File: src/verilog/csf_defines.svh
`ifndef CSF_DEFINES_SVH
`define CSF_DEFINES_SVH
// Register location: low seven address bits, same in every bank
`define CSF_ADDR_LOW 7'h03
`define CSF_ADDR_W 9
// Field positions
`define CSF_BIT_IND 7
`define CSF_BIT_DHI 6
`define CSF_BIT_DLO 5
`define CSF_BIT_WDX 4
`define CSF_BIT_PWD 3
`define CSF_BIT_Z 2
`define CSF_BIT_DC 1
`define CSF_BIT_C 0
// Reset value: bank bits zero, reset-cause flags one, arithmetic flags zero
`define CSF_RESET 8'h18
// Result byte that sets the zero flag when the ALU result matches it
`define CSF_ZERO_BYTE 8'h00
// Per-field power-up values, split from the whole-register value above
`define CSF_RESET_BANK 3'h0
`define CSF_RESET_WDX 1'b1
`define CSF_RESET_PWD 1'b1
`define CSF_RESET_Z 1'b0
`define CSF_RESET_DC 1'b0
`define CSF_RESET_C 1'b0
// Bank bits after a clear-file
`define CSF_BANK_CLEAR 3'h0
// Operand bit positions used by the adder, rotates and address decode
`define CSF_ADDR_LOW_MSB 6
`define CSF_NIB_MSB 3
`define CSF_NIB_CARRY 4
`define CSF_BYTE_MSB 7
`define CSF_BYTE_LSB 0
`define CSF_BYTE_CARRY 8
`endif

File: src/verilog/csf_pkg.sv
package csf_pkg;
    // ALU operation classes as seen by the flag logic
    typedef enum logic [7:0] {
        CSF_OP_NONE = 8'h01, // No flag effect (bit set/clear, swap, move, etc.)
        CSF_OP_ADD = 8'h02,  // Sets zero, digit carry, carry
        CSF_OP_SUB = 8'h04,  // Sets zero, digit borrow, borrow (inverted)
        CSF_OP_LOGIC = 8'h08, // Sets zero only
        CSF_OP_RLEFT = 8'h10, // Carry from top bit of source
        CSF_OP_RRIGHT = 8'h20, // Carry from bottom bit of source
        CSF_OP_CLEAR = 8'h40  // Clear-file: result zero, zero flag set
    } csf_op_e;

    // One executed instruction as handed over by the decoder and ALU
    typedef struct packed {
        logic valid;
        csf_op_e op;
        logic [7:0] opa;
        logic [7:0] opb;
        logic [7:0] result;
        logic wr_en;
        logic [8:0] wr_addr;
    } csf_instr_s;

    // Core events that steer the reset-cause flags
    typedef struct packed {
        logic watchdog_clear_instr;
        logic sleep_instr;
        logic watchdog_timer_expired;
    } csf_event_s;
endpackage : csf_pkg

File: src/verilog/csf_status_reg.sv
`timescale 1ns/100ps
`include "csf_defines.svh"
// Contract
// - Status register accepts any instruction's write to its bank bits; arithmetic flags take writes only from ops that set no flags.
// - Flag-affecting instruction writing status: zero, digit carry, carry come from flags.
// - Watchdog expiry and powerdown flags ignore every data write.
// - Clear-file on status clears bank bits, sets zero, keeps other flags.
// - Bit clear/set, nibble exchange, move-work-to-file leave arithmetic flags alone.
// - Subtraction carry and digit carry are inverted borrows.
// - Bit 7 gives upper address bit for indirect access.
// - Bits 6..5 select one of four 128-byte banks for direct access.
// - Watchdog expiry flag set by power-up, watchdog clear, sleep; cleared on expiry.
// - Powerdown flag set by power-up and watchdog clear; cleared by sleep.
// - Digit carry set on carry out of low nibble in add.
// - Rotates load carry with the bit shifted out of the source.
// - Register answers at the same offset in all four banks.
module csf_status_reg (
    input wire logic clock,
    input wire logic rst_b,
    input csf_pkg::csf_instr_s instr,
    input csf_pkg::csf_event_s evt,
    input wire logic [7:0] rd_data_file,
    input wire logic [6:0] rd_addr_low,
    output logic [7:0] rd_data,
    output logic [7:0] status_q,
    output logic indirect_bank_select,
    output logic [1:0] direct_bank_select
);
    // Address decode
    logic hit;
    logic rd_hit;

    // Shared adder and flag logic
    logic flag_op;
    logic [8:0] sum;
    logic [4:0] nib;
    logic [7:0] addend;
    logic cin;
    logic z_new;
    logic dc_new;
    logic c_new;
    logic upd_z;
    logic upd_dc;
    logic upd_c;

    // Write steering
    logic is_clear;
    logic wr_bank;
    logic wr_arith;
    logic [2:0] wr_bank_val;

    // One register per field group
    logic [2:0] bank_q;
    logic wdx_q;
    logic pwd_q;
    logic zero_q;
    logic dc_q;
    logic carry_q;

    // Any bank reaches the register: only the low seven address bits are decoded
    assign hit = instr.valid && instr.wr_en
        && (instr.wr_addr[`CSF_ADDR_LOW_MSB:0] == `CSF_ADDR_LOW);
    // Reads decode the same low bits, so every mirror answers
    assign rd_hit = (rd_addr_low == `CSF_ADDR_LOW);

    // Adder shared by add and subtract; subtract adds the two's complement
    always_comb begin
        addend = instr.opb;
        cin = 1'b0;
        if (instr.op == csf_pkg::CSF_OP_SUB) begin
            addend = ~instr.opb;
            cin = 1'b1;
        end
        sum = {1'b0, instr.opa} + {1'b0, addend} + {8'h00, cin};
        nib = {1'b0, instr.opa[`CSF_NIB_MSB:0]} + {1'b0, addend[`CSF_NIB_MSB:0]} + {4'h0, cin};
    end

    // Flag values and which flags this operation touches
    always_comb begin
        z_new = (instr.result == `CSF_ZERO_BYTE);
        dc_new = nib[`CSF_NIB_CARRY];
        c_new = sum[`CSF_BYTE_CARRY];
        upd_z = 1'b0;
        upd_dc = 1'b0;
        upd_c = 1'b0;
        case (instr.op)
            csf_pkg::CSF_OP_ADD, csf_pkg::CSF_OP_SUB: begin
                upd_z = 1'b1;
                upd_dc = 1'b1;
                upd_c = 1'b1;
            end
            csf_pkg::CSF_OP_LOGIC: begin
                upd_z = 1'b1;
            end
            csf_pkg::CSF_OP_CLEAR: begin
                upd_z = 1'b1;
                z_new = 1'b1;
            end
            csf_pkg::CSF_OP_RLEFT: begin
                upd_c = 1'b1;
                c_new = instr.opa[`CSF_BYTE_MSB];
            end
            csf_pkg::CSF_OP_RRIGHT: begin
                upd_c = 1'b1;
                c_new = instr.opa[`CSF_BYTE_LSB];
            end
            default: begin
                // No flag effect for plain moves, bit ops and swaps
            end
        endcase
        flag_op = upd_z || upd_dc || upd_c;
    end

    // Clear-file decode for the bank bits only; the case above decodes it again to set the zero flag through z_new
    assign is_clear = instr.valid && (instr.op == csf_pkg::CSF_OP_CLEAR);

    // Bank bits take every data write aimed at the register
    assign wr_bank = hit;
    // Arithmetic bits take a data write only from ops that set no flags
    assign wr_arith = hit && !flag_op;
    // Forced to zero on clear-file, so a stray ALU result cannot move the banks
    assign wr_bank_val = is_clear ? `CSF_BANK_CLEAR
        : instr.result[`CSF_BIT_IND:`CSF_BIT_DLO];

    // Bank select bits: plain storage, power-up in bank 0
    always_ff @(posedge clock or negedge rst_b) begin
        if (!rst_b) begin
            bank_q <= `CSF_RESET_BANK;
        end else begin
            if (wr_bank) begin
                bank_q <= wr_bank_val;
            end
        end
    end

    // Expiry flag: events only, data has no path in; a time-out beats a same-cycle set
    always_ff @(posedge clock or negedge rst_b) begin
        if (!rst_b) begin
            wdx_q <= `CSF_RESET_WDX;
        end else begin
            if (evt.watchdog_timer_expired) begin
                wdx_q <= 1'b0;
            end else if (evt.watchdog_clear_instr || evt.sleep_instr) begin
                wdx_q <= 1'b1;
            end
        end
    end

    // Powerdown flag: events only; sleep beats a same-cycle watchdog clear
    always_ff @(posedge clock or negedge rst_b) begin
        if (!rst_b) begin
            pwd_q <= `CSF_RESET_PWD;
        end else begin
            if (evt.sleep_instr) begin
                pwd_q <= 1'b0;
            end else if (evt.watchdog_clear_instr) begin
                pwd_q <= 1'b1;
            end
        end
    end

    // Zero flag: flag logic wins over a data write aimed at the register
    always_ff @(posedge clock or negedge rst_b) begin
        if (!rst_b) begin
            zero_q <= `CSF_RESET_Z;
        end else begin
            if (instr.valid && upd_z) begin
                zero_q <= z_new;
            end else if (wr_arith) begin
                zero_q <= instr.result[`CSF_BIT_Z];
            end
        end
    end

    // Digit carry: add and subtract set it; otherwise only a data write from an op that sets no flags moves it
    always_ff @(posedge clock or negedge rst_b) begin
        if (!rst_b) begin
            dc_q <= `CSF_RESET_DC;
        end else begin
            if (instr.valid && upd_dc) begin
                dc_q <= dc_new;
            end else if (wr_arith) begin
                dc_q <= instr.result[`CSF_BIT_DC];
            end
        end
    end

    // Carry: add, subtract and rotates move it
    always_ff @(posedge clock or negedge rst_b) begin
        if (!rst_b) begin
            carry_q <= `CSF_RESET_C;
        end else begin
            if (instr.valid && upd_c) begin
                carry_q <= c_new;
            end else if (wr_arith) begin
                carry_q <= instr.result[`CSF_BIT_C];
            end
        end
    end

    // Register image; the field defines fix the bit order
    always_comb begin
        status_q[`CSF_BIT_IND:`CSF_BIT_DLO] = bank_q;
        status_q[`CSF_BIT_WDX] = wdx_q;
        status_q[`CSF_BIT_PWD] = pwd_q;
        status_q[`CSF_BIT_Z] = zero_q;
        status_q[`CSF_BIT_DC] = dc_q;
        status_q[`CSF_BIT_C] = carry_q;
    end

    // Bank select taps for the address path
    assign indirect_bank_select = status_q[`CSF_BIT_IND];
    assign direct_bank_select = {status_q[`CSF_BIT_DHI], status_q[`CSF_BIT_DLO]};

    // Read mux: the status register wins at its mirrored location
    always_comb begin
        if (rd_hit) begin
            rd_data = status_q;
        end else begin
            rd_data = rd_data_file;
        end
    end
endmodule : csf_status_reg

File: config.mk
export PLATFORM = sky130hd
export DESIGN_NAME = csf_status_reg
export DESIGN_NICKNAME = d
export VERILOG_FILES = /design/src/verilog/csf_pkg.sv /design/src/verilog/csf_status_reg.sv
export VERILOG_INCLUDE_DIRS = /design/src /design/src/verilog
export SDC_FILE = /design/constraint.sdc
export NUM_CORES = 1
export LEC_CHECK = 0
export ABC_AREA = 1
export BUFFER_PORTS_ARGS = -buffer_cell sky130_fd_sc_hd__buf_2
export CAP_MARGIN = 20
export CORE_ASPECT_RATIO = 0.75
export CORE_MARGIN = 1
export CORE_UTILIZATION = 38
export CTS_CLUSTER_DIAMETER = 30
export CTS_CLUSTER_SIZE = 20
export DETAILED_ROUTE_END_ITERATION = 6
export PLACE_DENSITY = 0.8
export SYNTH_ARGS = -nofsm -noshare
export SYNTH_HDL_FRONTEND = slang
export SYNTH_SLANG_ARGS = --single-unit
File: constraint.sdc
create_clock -name clock -period 1.1 [get_ports clock]
set_input_delay 0.11 -clock clock [delete_from_list [all_inputs] [get_ports clock]]
set_output_delay 0.11 -clock clock [all_outputs]
set_load 0.01 [all_outputs]
---- After elaboration in Yosys (flattened, before gate mapping) ----
Index checks and enable logic that the tools add are counted.
Widths: inputs -> output; s select.
cells by class
  $add $sub $neg .......................... 4
  equality and inequality tests ........... 8
  multiplexer cells ....................... 19
  bitwise logic cells ..................... 1
  reduce and logical (&&, ||, !) cells .... 20
operators with widths
  kind                count
  $mux 8              2
  $mux 1              15
  $eq 7x2->1 const B  2
  $reduce_bool 2->1   5
  $add 8x8->9         1
  $add 9x1->9         1
  $eq 8x2->1 const B  1
  $eq 8x3->1 const B  1
  $eq 8x4->1 const B  1
  $eq 8x5->1 const B  1
  $eq 8x6->1 const B  1
  $eq 8x7->1 const B  1
  $logic_not 8->1     1
  $not 8->8           1
  $reduce_or 4->1     2
  $logic_and 1x1->1   7
  $add 4x4->5         1
  $add 5x1->5         1
  $logic_or 1x1->1    3
  $mux 3              1
  $pmux 1 s2          1
  $reduce_or 2->1     1
  $logic_not 1->1     1
storage, ports and cells
  bits in registers ....................... 8
  output and inout bits ................... 19

---- Depth between registers and ports, before layout ----
Gate-level depths: netlist of the first run.
  word-level depth ........................ 9
  depth in mapped cells ................... 17
  depth with buffers taken out ............ 17

---- Least setup slack after synthesis of the first run ----
No wires, ideal clock.
  path type ............................... input to register
  start point ............................. input instr[40] (netlist bit)
  end point ............................... register carry_q
  library setup time ...................... 0.121 ns
  data arrival time ....................... 1.483 ns
  data required time ...................... 0.979 ns
  path slack .............................. -0.505 ns
  stages .................................. 14
  path buffers ............................ 0
  cells stage by stage .................... inv_2 > nand2_1 > nor2_2 > nand2_4 > xnor2_1 > ha_1 > a21oi_1 > nor2_1 > a211oi_1 > nand2_1 > nand2_1 > nand2_1 > nand2_1 > nand2_1
on the way
  word-level cells in the longest chain between the ends .. 8
  elaborated cells between the ends (all ways) .. 24
  classes of those cells .................. add/sub (2); eq/ne (6); mux (7); reduce/logical (9)
ends and longest elaborated chain
  element                                                              RTL line               text
  from (decl)                                                          csf_status_reg.sv:20   input csf_pkg::csf_instr_s instr,
  parallel branches: the longest is 8 deep, another holds $add 8x8->9  --
  to (signal assigned)                                                 csf_status_reg.sv:191  carry_q <= `CSF_RESET_C;
  to (signal assigned)                                                 csf_status_reg.sv:194  carry_q <= c_new;
  to (signal assigned)                                                 csf_status_reg.sv:196  carry_q <= instr.result[`CSF_BIT_C];
  to (decl)                                                            csf_status_reg.sv:58   logic carry_q;
Parallel ways; which one is timed is not known.
A chain may end at the register's enable or synchronous reset.

---- Worst setup path after layout of the first run ----
  start point ............................. input instr[38] (netlist bit)
  end point ............................... register carry_q
Same word-level chain as after synthesis.

==> impl_metrics.yaml, run 1 <==
sta:
  period_minus_slack_ns: 1.54
  slew_headroom: 0.805
  setup_viol: 11
  setup_ws_ns: -0.440
  rsz0062_at_grt: "true"
  final_max_slew_viol_count: 0
  hold_violations: 0
  fin_worst_skew_ns: 0
  min_period_over_period: 1.40
  worst_pin_slew_ns: 0.289
  fmax_ghz: 0.650
  setup_tns_ns: -1.13
  holdWs_ns: 0.0962
route:
  vias: 1330
  routed_wl_microns: 3240
  via_per_inst: 4.67
  drt-wirelength-per-cell_microns: 11.4
  drcViolationCount: 0
  dr.pass1.iters: 4
  dr.first_iter.drc_count: 24
  ant_nets: 0
floorplanning:
  core-area_sq_um: 2360
  die-area_sq_um: 2760
  rows: 15
  fp.dieH_microns: 45.8
  io_pins: 82
  die_width_microns: 60.4
  initial_core_util: 0.411
global_route:
  antenna_found_initial: 0
  overflow: 0
  grt_pass1_wl_microns: 4890
  track_usage: 0.242
  grt_max_degree: 9
  grt_pass1_vias: 1200
clock_tree:
  cts_buffers: 3
  cts_buffer_depth: 2
  cts_tree: "built"
  htreeDepth: 1
  clk_pin_slew_ns: 0.05
  clk_root_buffer_cell: "clkbuf_4"
  worst_skew_pair.late_latency_ns: 0.26
  clock-sinks: 8
synth:
  synth_area_leaders: "dfrtp_1, nand2_1, inv_1"
  syn_nets: 217
  postSynthAreaPerCell_sq_um: 6.60
  synth_cells: 147
  ys_types: 26
  synth_area_sq_um: 971
  synth_top_area_share: 0.155
  ys_ff_latch: 8
  yosysSeqAreaShare: 0.209
  yosysTopAreaCell: "dfrtp_1"
  yosysWarningCount: 0
critical_path:
  slowest_delay_ns: 0.27
  critPathLaunchType: "input pin"
  required_ns: 1.24
  crit_buf_inv: 4
  reg2reg_depth: 3
  reg2reg_from: "wdx_q$_DFFE_PN1P_"
  crit_arrival_ns: 1.68
  crit_fanout: 5
  r2r-end: "wdx_q$_DFFE_PN1P_"
  crit_path_cell_trace: "buf_2, inv_2, nand2_2, nor2_4, nand2_4, buf_6, xnor2_2, ha_1, nand2_1, inv_1, nand2_1, nand2_2, nand2_1, nand2_1, nand2_1, nand2_1, nand2_1, nand2_1"
  slowest_stage: "ha_1"
  setup.worst_path.end_class: "flop"
  critPathMostFrequentCell: "nand2_1"
  crit_family: "simple AND/OR/NAND/NOR gates"
  setup.worst_path.class: "input pin to flop"
  reg2reg_setup_slack_ns: 0.17
placed_design:
  place_hpwl_microns: 2390
  place_congestion: 0.770
  io_buffers: 79
  dp_cells: 268
hold_path:
  min_from: "evt[2]"
  min_path_cells: 3
  hp-class: "input pin to flop"
  whs_endpoint: "pwd_q$_DFFE_PN1P_"
power:
  powerDensity_nw_per_um2: 643
  p_leak_uw: 0.00100
  ir_drop_mv: 0.336
finish:
  mostFrequentLayoutCells: "buf_2, nand2_1, buf_4"
  areaGrowthSynthToFinish_pct: 80.4
  fill_cells: 200
  drive_gt1_frac: 0.586
  n_antenna_cell: 0
  fin_cells: 285
  layout_commonest_cell: "buf_2"
  final_util: 0.741
  finalNetCount: 322
status:
  violations: "setup timing"
  status: "finished, violations left"
flow_run:
  max-cap-violations: 0
## stage by stage
| step | cell area (sq um) | setup slack, ns | total power, uW |
|---|---|---|---|
| floorplan | 993 | -0.464 | 598 |
| global placement | 1500 | -0.661 | 778 |
| detailed placement | 1500 | -0.723 | 790 |
| CTS | 1690 | -0.407 | 1110 |
| global route | 1750 | -0.587 | 1220 |
| finish | 1750 | -0.440 | 1130 |
## sequential cells by signal (all words and copies together) (netlist names)
register	count
dc_q	1
zero_q	1
pwd_q	1
bank_q	3
carry_q	1
wdx_q	1
## per-layer routing
layer  share of wire  wire length [microns]  GRT usage  vias up
met5               0                      0          0        -
met4          0.0025                      8     0.0558        0
met3           0.037                    120     0.0341        2
met2            0.54                   1760      0.466       42
met1            0.42                   1360      0.282      604
li1                -                      -          -      682
## repair_timing
| item | 4_1_cts | 5_1_grt |
|---|---|---|
| buffers inserted | 7 | 1 |
| resized for setup | 26 | 16 |
| hold buffers | 3 | 0 |
| hold endpoints to repair | 10 | 0 |
| endpoints found under the setup margin | 11 | 14 |
| pin swaps | 12 | 7 |
| gates cloned | 2 | 0 |
## worst max-delay path by stage
stage | slack [ns] | cells past startpoint | start | to
6_report | -0.44 | 18 | instr[38] | carry_q$_DFFE_PN0P_
5_1_grt | -0.59 | 18 | instr[38] | carry_q$_DFFE_PN0P_
4_1_cts | -0.41 | 16 | instr[40] | carry_q$_DFFE_PN0P_
3_5_place_dp | -0.72 | 18 | instr[38] | carry_q$_DFFE_PN0P_
3_3_place_gp | -0.66 | 18 | instr[38] | carry_q$_DFFE_PN0P_
2_1_floorplan | -0.46 | 14 | instr[38] | carry_q$_DFFE_PN0P_
## logic make-up (layout without fill, tap and decap cells)
kind of cell,count (synthesis),in the layout,share of synthesized area
adder cells (fa/ha/maj),7,7,0.0902
AND/OR/NAND/NOR,65,66,0.312
AO/OA/AOI/OAI,22,22,0.125
XOR/XNOR,7,7,0.0631
buffers and inverters,35,138,0.166
multiplexers,3,3,0.0348
flip-flops,8,8,0.209
## synthesized netlist by cell type
cell      number
nand2_4        1
dfrtp_1        6
xnor2_1        7
nand4_1        5
mux2_2         3
nand3_1        5
inv_2          1
nor3_2         1
ha_1           7
o21bai_1       1
a211oi_1       1
inv_1         25
nor2_1         9
nor2_2         3
dfstp_2        2
clkbuf_1       1
o211ai_1       1
nand2_2        3
nor3_1         5
o21ai_0       12
nand2_1       31
a21oi_1        5
o22ai_1        1
nor4_1         2
buf_4          8
a21boi_0       1
## layout make-up
type	instances	area, sq um	area share
Multi-Input combinational cell	105	708	0.404
Clock buffer	4	26.3	0.0150
Timing Repair Buffer	108	674	0.385
Tap cell	34	42.5	0.0243
Sequential cell	8	203	0.116
Inverter	26	97.6	0.0557
## tightest hold or removal path, cell delays in order
cell	delay (ns)
buf_2	0.11
nor2_1	0.08
nor2_1	0.05
## power by group
| group | internal, uW | switching, uW |
|---|---|---|
| combinational | 275 | 249 |
| sequential | 333 | 19.2 |
| clock | 139 | 110 |
| total | 747 | 379 |
Power figures use the tool's default switching activity.
==> run 2, diff against run 1 <==
--- a/config.mk
+++ b/config.mk
@@ -6,16 +6,15 @@
 export SDC_FILE = /design/constraint.sdc
 export NUM_CORES = 1
 export LEC_CHECK = 0
-export ABC_AREA = 1
 export BUFFER_PORTS_ARGS = -buffer_cell sky130_fd_sc_hd__buf_2
-export CAP_MARGIN = 20
 export CORE_ASPECT_RATIO = 0.75
 export CORE_MARGIN = 1
-export CORE_UTILIZATION = 38
+export CORE_UTILIZATION = 39
 export CTS_CLUSTER_DIAMETER = 30
 export CTS_CLUSTER_SIZE = 20
 export DETAILED_ROUTE_END_ITERATION = 6
-export PLACE_DENSITY = 0.8
+export PLACE_DENSITY = 0.81
+export SLEW_MARGIN = 20
 export SYNTH_ARGS = -nofsm -noshare
 export SYNTH_HDL_FRONTEND = slang
 export SYNTH_SLANG_ARGS = --single-unit
==> run 2 against run 1 <==
Net effect:
- clock skew did not move
- hold slack got worse by 0.027 ns
- setup slack got worse by 0.38 ns
- critical path type unchanged
- largest cell class unchanged
- synthesized cell count fell by 29%
- critical path depth fell by 9
- non-clock buffer count fell by 1
- sequential power rose by 5%
- maximum frequency fell by 20%
- the flow still finishes with violations (setup timing)
- via count fell by 2.9%
- total power rose by 5.9%
==> impl_metrics.yaml, run 2 <==
status:
  status: "finished, violations left"
  violations: "setup timing"
floorplanning:
  die_width_microns: 60.5
  core-area_sq_um: 2360
  die-area_sq_um: 2770
  initial_core_util: 0.423
  rows: 15
  io_pins: 82
  fp.dieH_microns: 45.8
placed_design:
  placed_cell_area_sq_um: 1580
  pre_cts_slack_ns: -1.09
  place_congestion: 0.757
  io_buffers: 79
  place_hpwl_microns: 2680
sta:
  final_max_slew_viol_count: 0
  fmax_ghz: 0.520
  slew_headroom: 0.791
  setup_ws_ns: -0.823
  rsz0062_at_grt: "true"
  setup_viol: 14
  worst_pin_slew_ns: 0.311
  hold_violations: 0
  period_minus_slack_ns: 1.92
  min_period_over_period: 1.75
  fin_worst_skew_ns: 0
  setup_tns_ns: -6.69
finish:
  finalNetCount: 279
  final_util: 0.778
  stdcell_area_sq_um: 1840
  layout_commonest_cell: "buf_2"
  multi_input_area_sq_um: 836
  fill_cells: 153
  largest_reg_flops: 3
  drive_gt1_frac: 0.673
  seq_area_sq_um: 203
  top_register: "bank_q"
  areaGrowthSynthToFinish_pct: 84.1
  mostFrequentLayoutCells: "buf_2, buf_6, buf_4"
  n_antenna_cell: 0
critical_path:
  crit_path_cell_trace: "buf_8, nor4_4, nand3_4, buf_6, xnor2_1, ha_1, and4_1, a311o_1, o32a_1"
  cp_num_cells: 9
  crit_arrival_ns: 2.06
  slowest_delay_ns: 0.35
  reg2reg_setup_slack_ns: 0.13
  r2r-end: "carry_q$_DFFE_PN0P_"
  setup.worst_path.class: "input pin to flop"
  crit_buf_inv: 2
  slowest_stage: "nor4_4"
  reg2reg_depth: 2
  setup.worst_path.end_class: "flop"
  required_ns: 1.24
  critPathLaunchType: "input pin"
  crit_fanout: 4
  reg2reg_from: "carry_q$_DFFE_PN0P_"
  crit_family: "simple AND/OR/NAND/NOR gates"
clock_tree:
  cts_buffer_depth: 2
  clock-sinks: 8
  cts_buffers: 3
  clk_pin_slew_ns: 0.06
  cts_tree: "built"
  clk_root_buffer_cell: "clkbuf_4"
  htreeDepth: 1
  worst_skew_pair.late_latency_ns: 0.27
power:
  clkPwrFrac: 0.216
  switching_share: 0.335
  powerDensity_nw_per_um2: 648
  ir_drop_mv: 0.450
  power.internal_uw: 793
  pwr-share-seq: 0.311
  p_sw_uw: 400
  finalPower_uw: 1190
  p_comb_frac: 0.472
  p_leak_uw: 0.000937
route:
  routed_wl_microns: 3870
  ant_nets: 0
  dr.first_iter.drc_count: 34
  drcViolationCount: 0
  drt-wirelength-per-cell_microns: 16.0
  via_per_inst: 5.33
  dr.pass1.iters: 4
  vias: 1291
synth:
  ys_ff_latch: 8
  synth_cells: 105
  synth_area_leaders: "dfrtp_1, mux2_2, ha_1"
  postSynthAreaPerCell_sq_um: 9.52
  synth-async-reset-ratio: 1.00
  ys_types: 44
  ys.flop_type: "dfrtp_1"
  yosysTopAreaCell: "dfrtp_1"
  synth_edf_count: 0
  yosysSeqAreaShare: 0.203
  synth_commonest_cells: "buf_4, mux2_2"
  syn_nets: 175
  synth_top_area_share: 0.150
  synth_area_sq_um: 1000
  yosysWarningCount: 0
global_route:
  grt_max_degree: 9
  antenna_found_initial: 0
  overflow: 0
  grt_pass1_wl_microns: 5560
  track_usage: 0.277
  grt_pass1_vias: 1285
hold_path:
  whs_endpoint: "bank_q[0]$_DFFE_PN0P_"
  hp-class: "input pin to flop"
  min_from: "instr[15]"
  min_path_cells: 2
flow_run:
  max-cap-violations: 0
[run 2: cell types whose count changed in the layout (fill, tap and decap cells not counted), sizes merged, moves of 3 or more]
cell / change
nand4: -3
xor2: +3
a22o: +3
nor3: -3
nor2: -4
o21ai: -8
mux2: +5
inv: -23
nand2: -35
nand3b: +3
[run 2: power groups by stage]
stage,Sequential (uW),Clock (uW),Combinational [uW]
6_report,371,258,563
5_1_grt,377,271,604
4_1_cts,369,251,536
3_5_place_dp,374,0,482
3_3_place_gp,370,0,464
2_1_floorplan,366,0,257
[run 2: worst max path at each step]
stage	start	endpoint	slack (ns)
floorplan	instr[41]	carry_q$_DFFE_PN0P_	-0.88
global placement	instr[41]	carry_q$_DFFE_PN0P_	-1.0
detailed placement	instr[41]	carry_q$_DFFE_PN0P_	-1.09
CTS	instr[34]	carry_q$_DFFE_PN0P_	-0.76
global route	instr[39]	carry_q$_DFFE_PN0P_	-0.85
finish	instr[39]	carry_q$_DFFE_PN0P_	-0.82
[run 2: layer usage]
| layer | track usage | wire (microns) | up-vias |
|---|---|---|---|
| met3 | 0.0483 | 217 | 8 |
| met2 | 0.534 | 2080 | 62 |
| met1 | 0.313 | 1480 | 622 |
| met4 | 0.0773 | 91 | 0 |
| met5 | 0 | 0 | - |
| li1 | - | - | 599 |
[run 2: logic make-up (layout without fill, tap and decap cells)]
logic type	count (synthesis)	in the layout	synth area share
xor gates and xnor gates	10	10	0.0876
buffers and inverters	11	114	0.0713
and+or+nand+nor	36	36	0.275
DFF	8	8	0.203
muxes	8	8	0.0901
adders and majority gates	7	7	0.0876
AOI/OAI and AO/OA	25	25	0.185
[run 2: layout make-up]
type | count | share of cell area
clock buffers | 4 | 0.0143
repair buffers | 107 | 0.392
multi-input cells | 86 | 0.454
flip-flops and latches | 8 | 0.110
inverters | 3 | 0.00612
well taps | 34 | 0.0231
[run 2: timing repair]
item,4_1_cts,5_1_grt
hold endpoints to repair,10,0
resized for setup,25,9
setup endpoints to repair,14,14
pin swaps,13,10
setup buffers,5,2
hold buffers,3,0
[run 2: per-stage QoR]
stage | std cells | hold slack [ns]
floorplan | 105 | -0.186
global placement | 229 | -0.0442
detailed placement | 229 | -0.0389
CTS | 240 | 0.0728
global route | 242 | 0.0749
finish | 242 | 0.0688
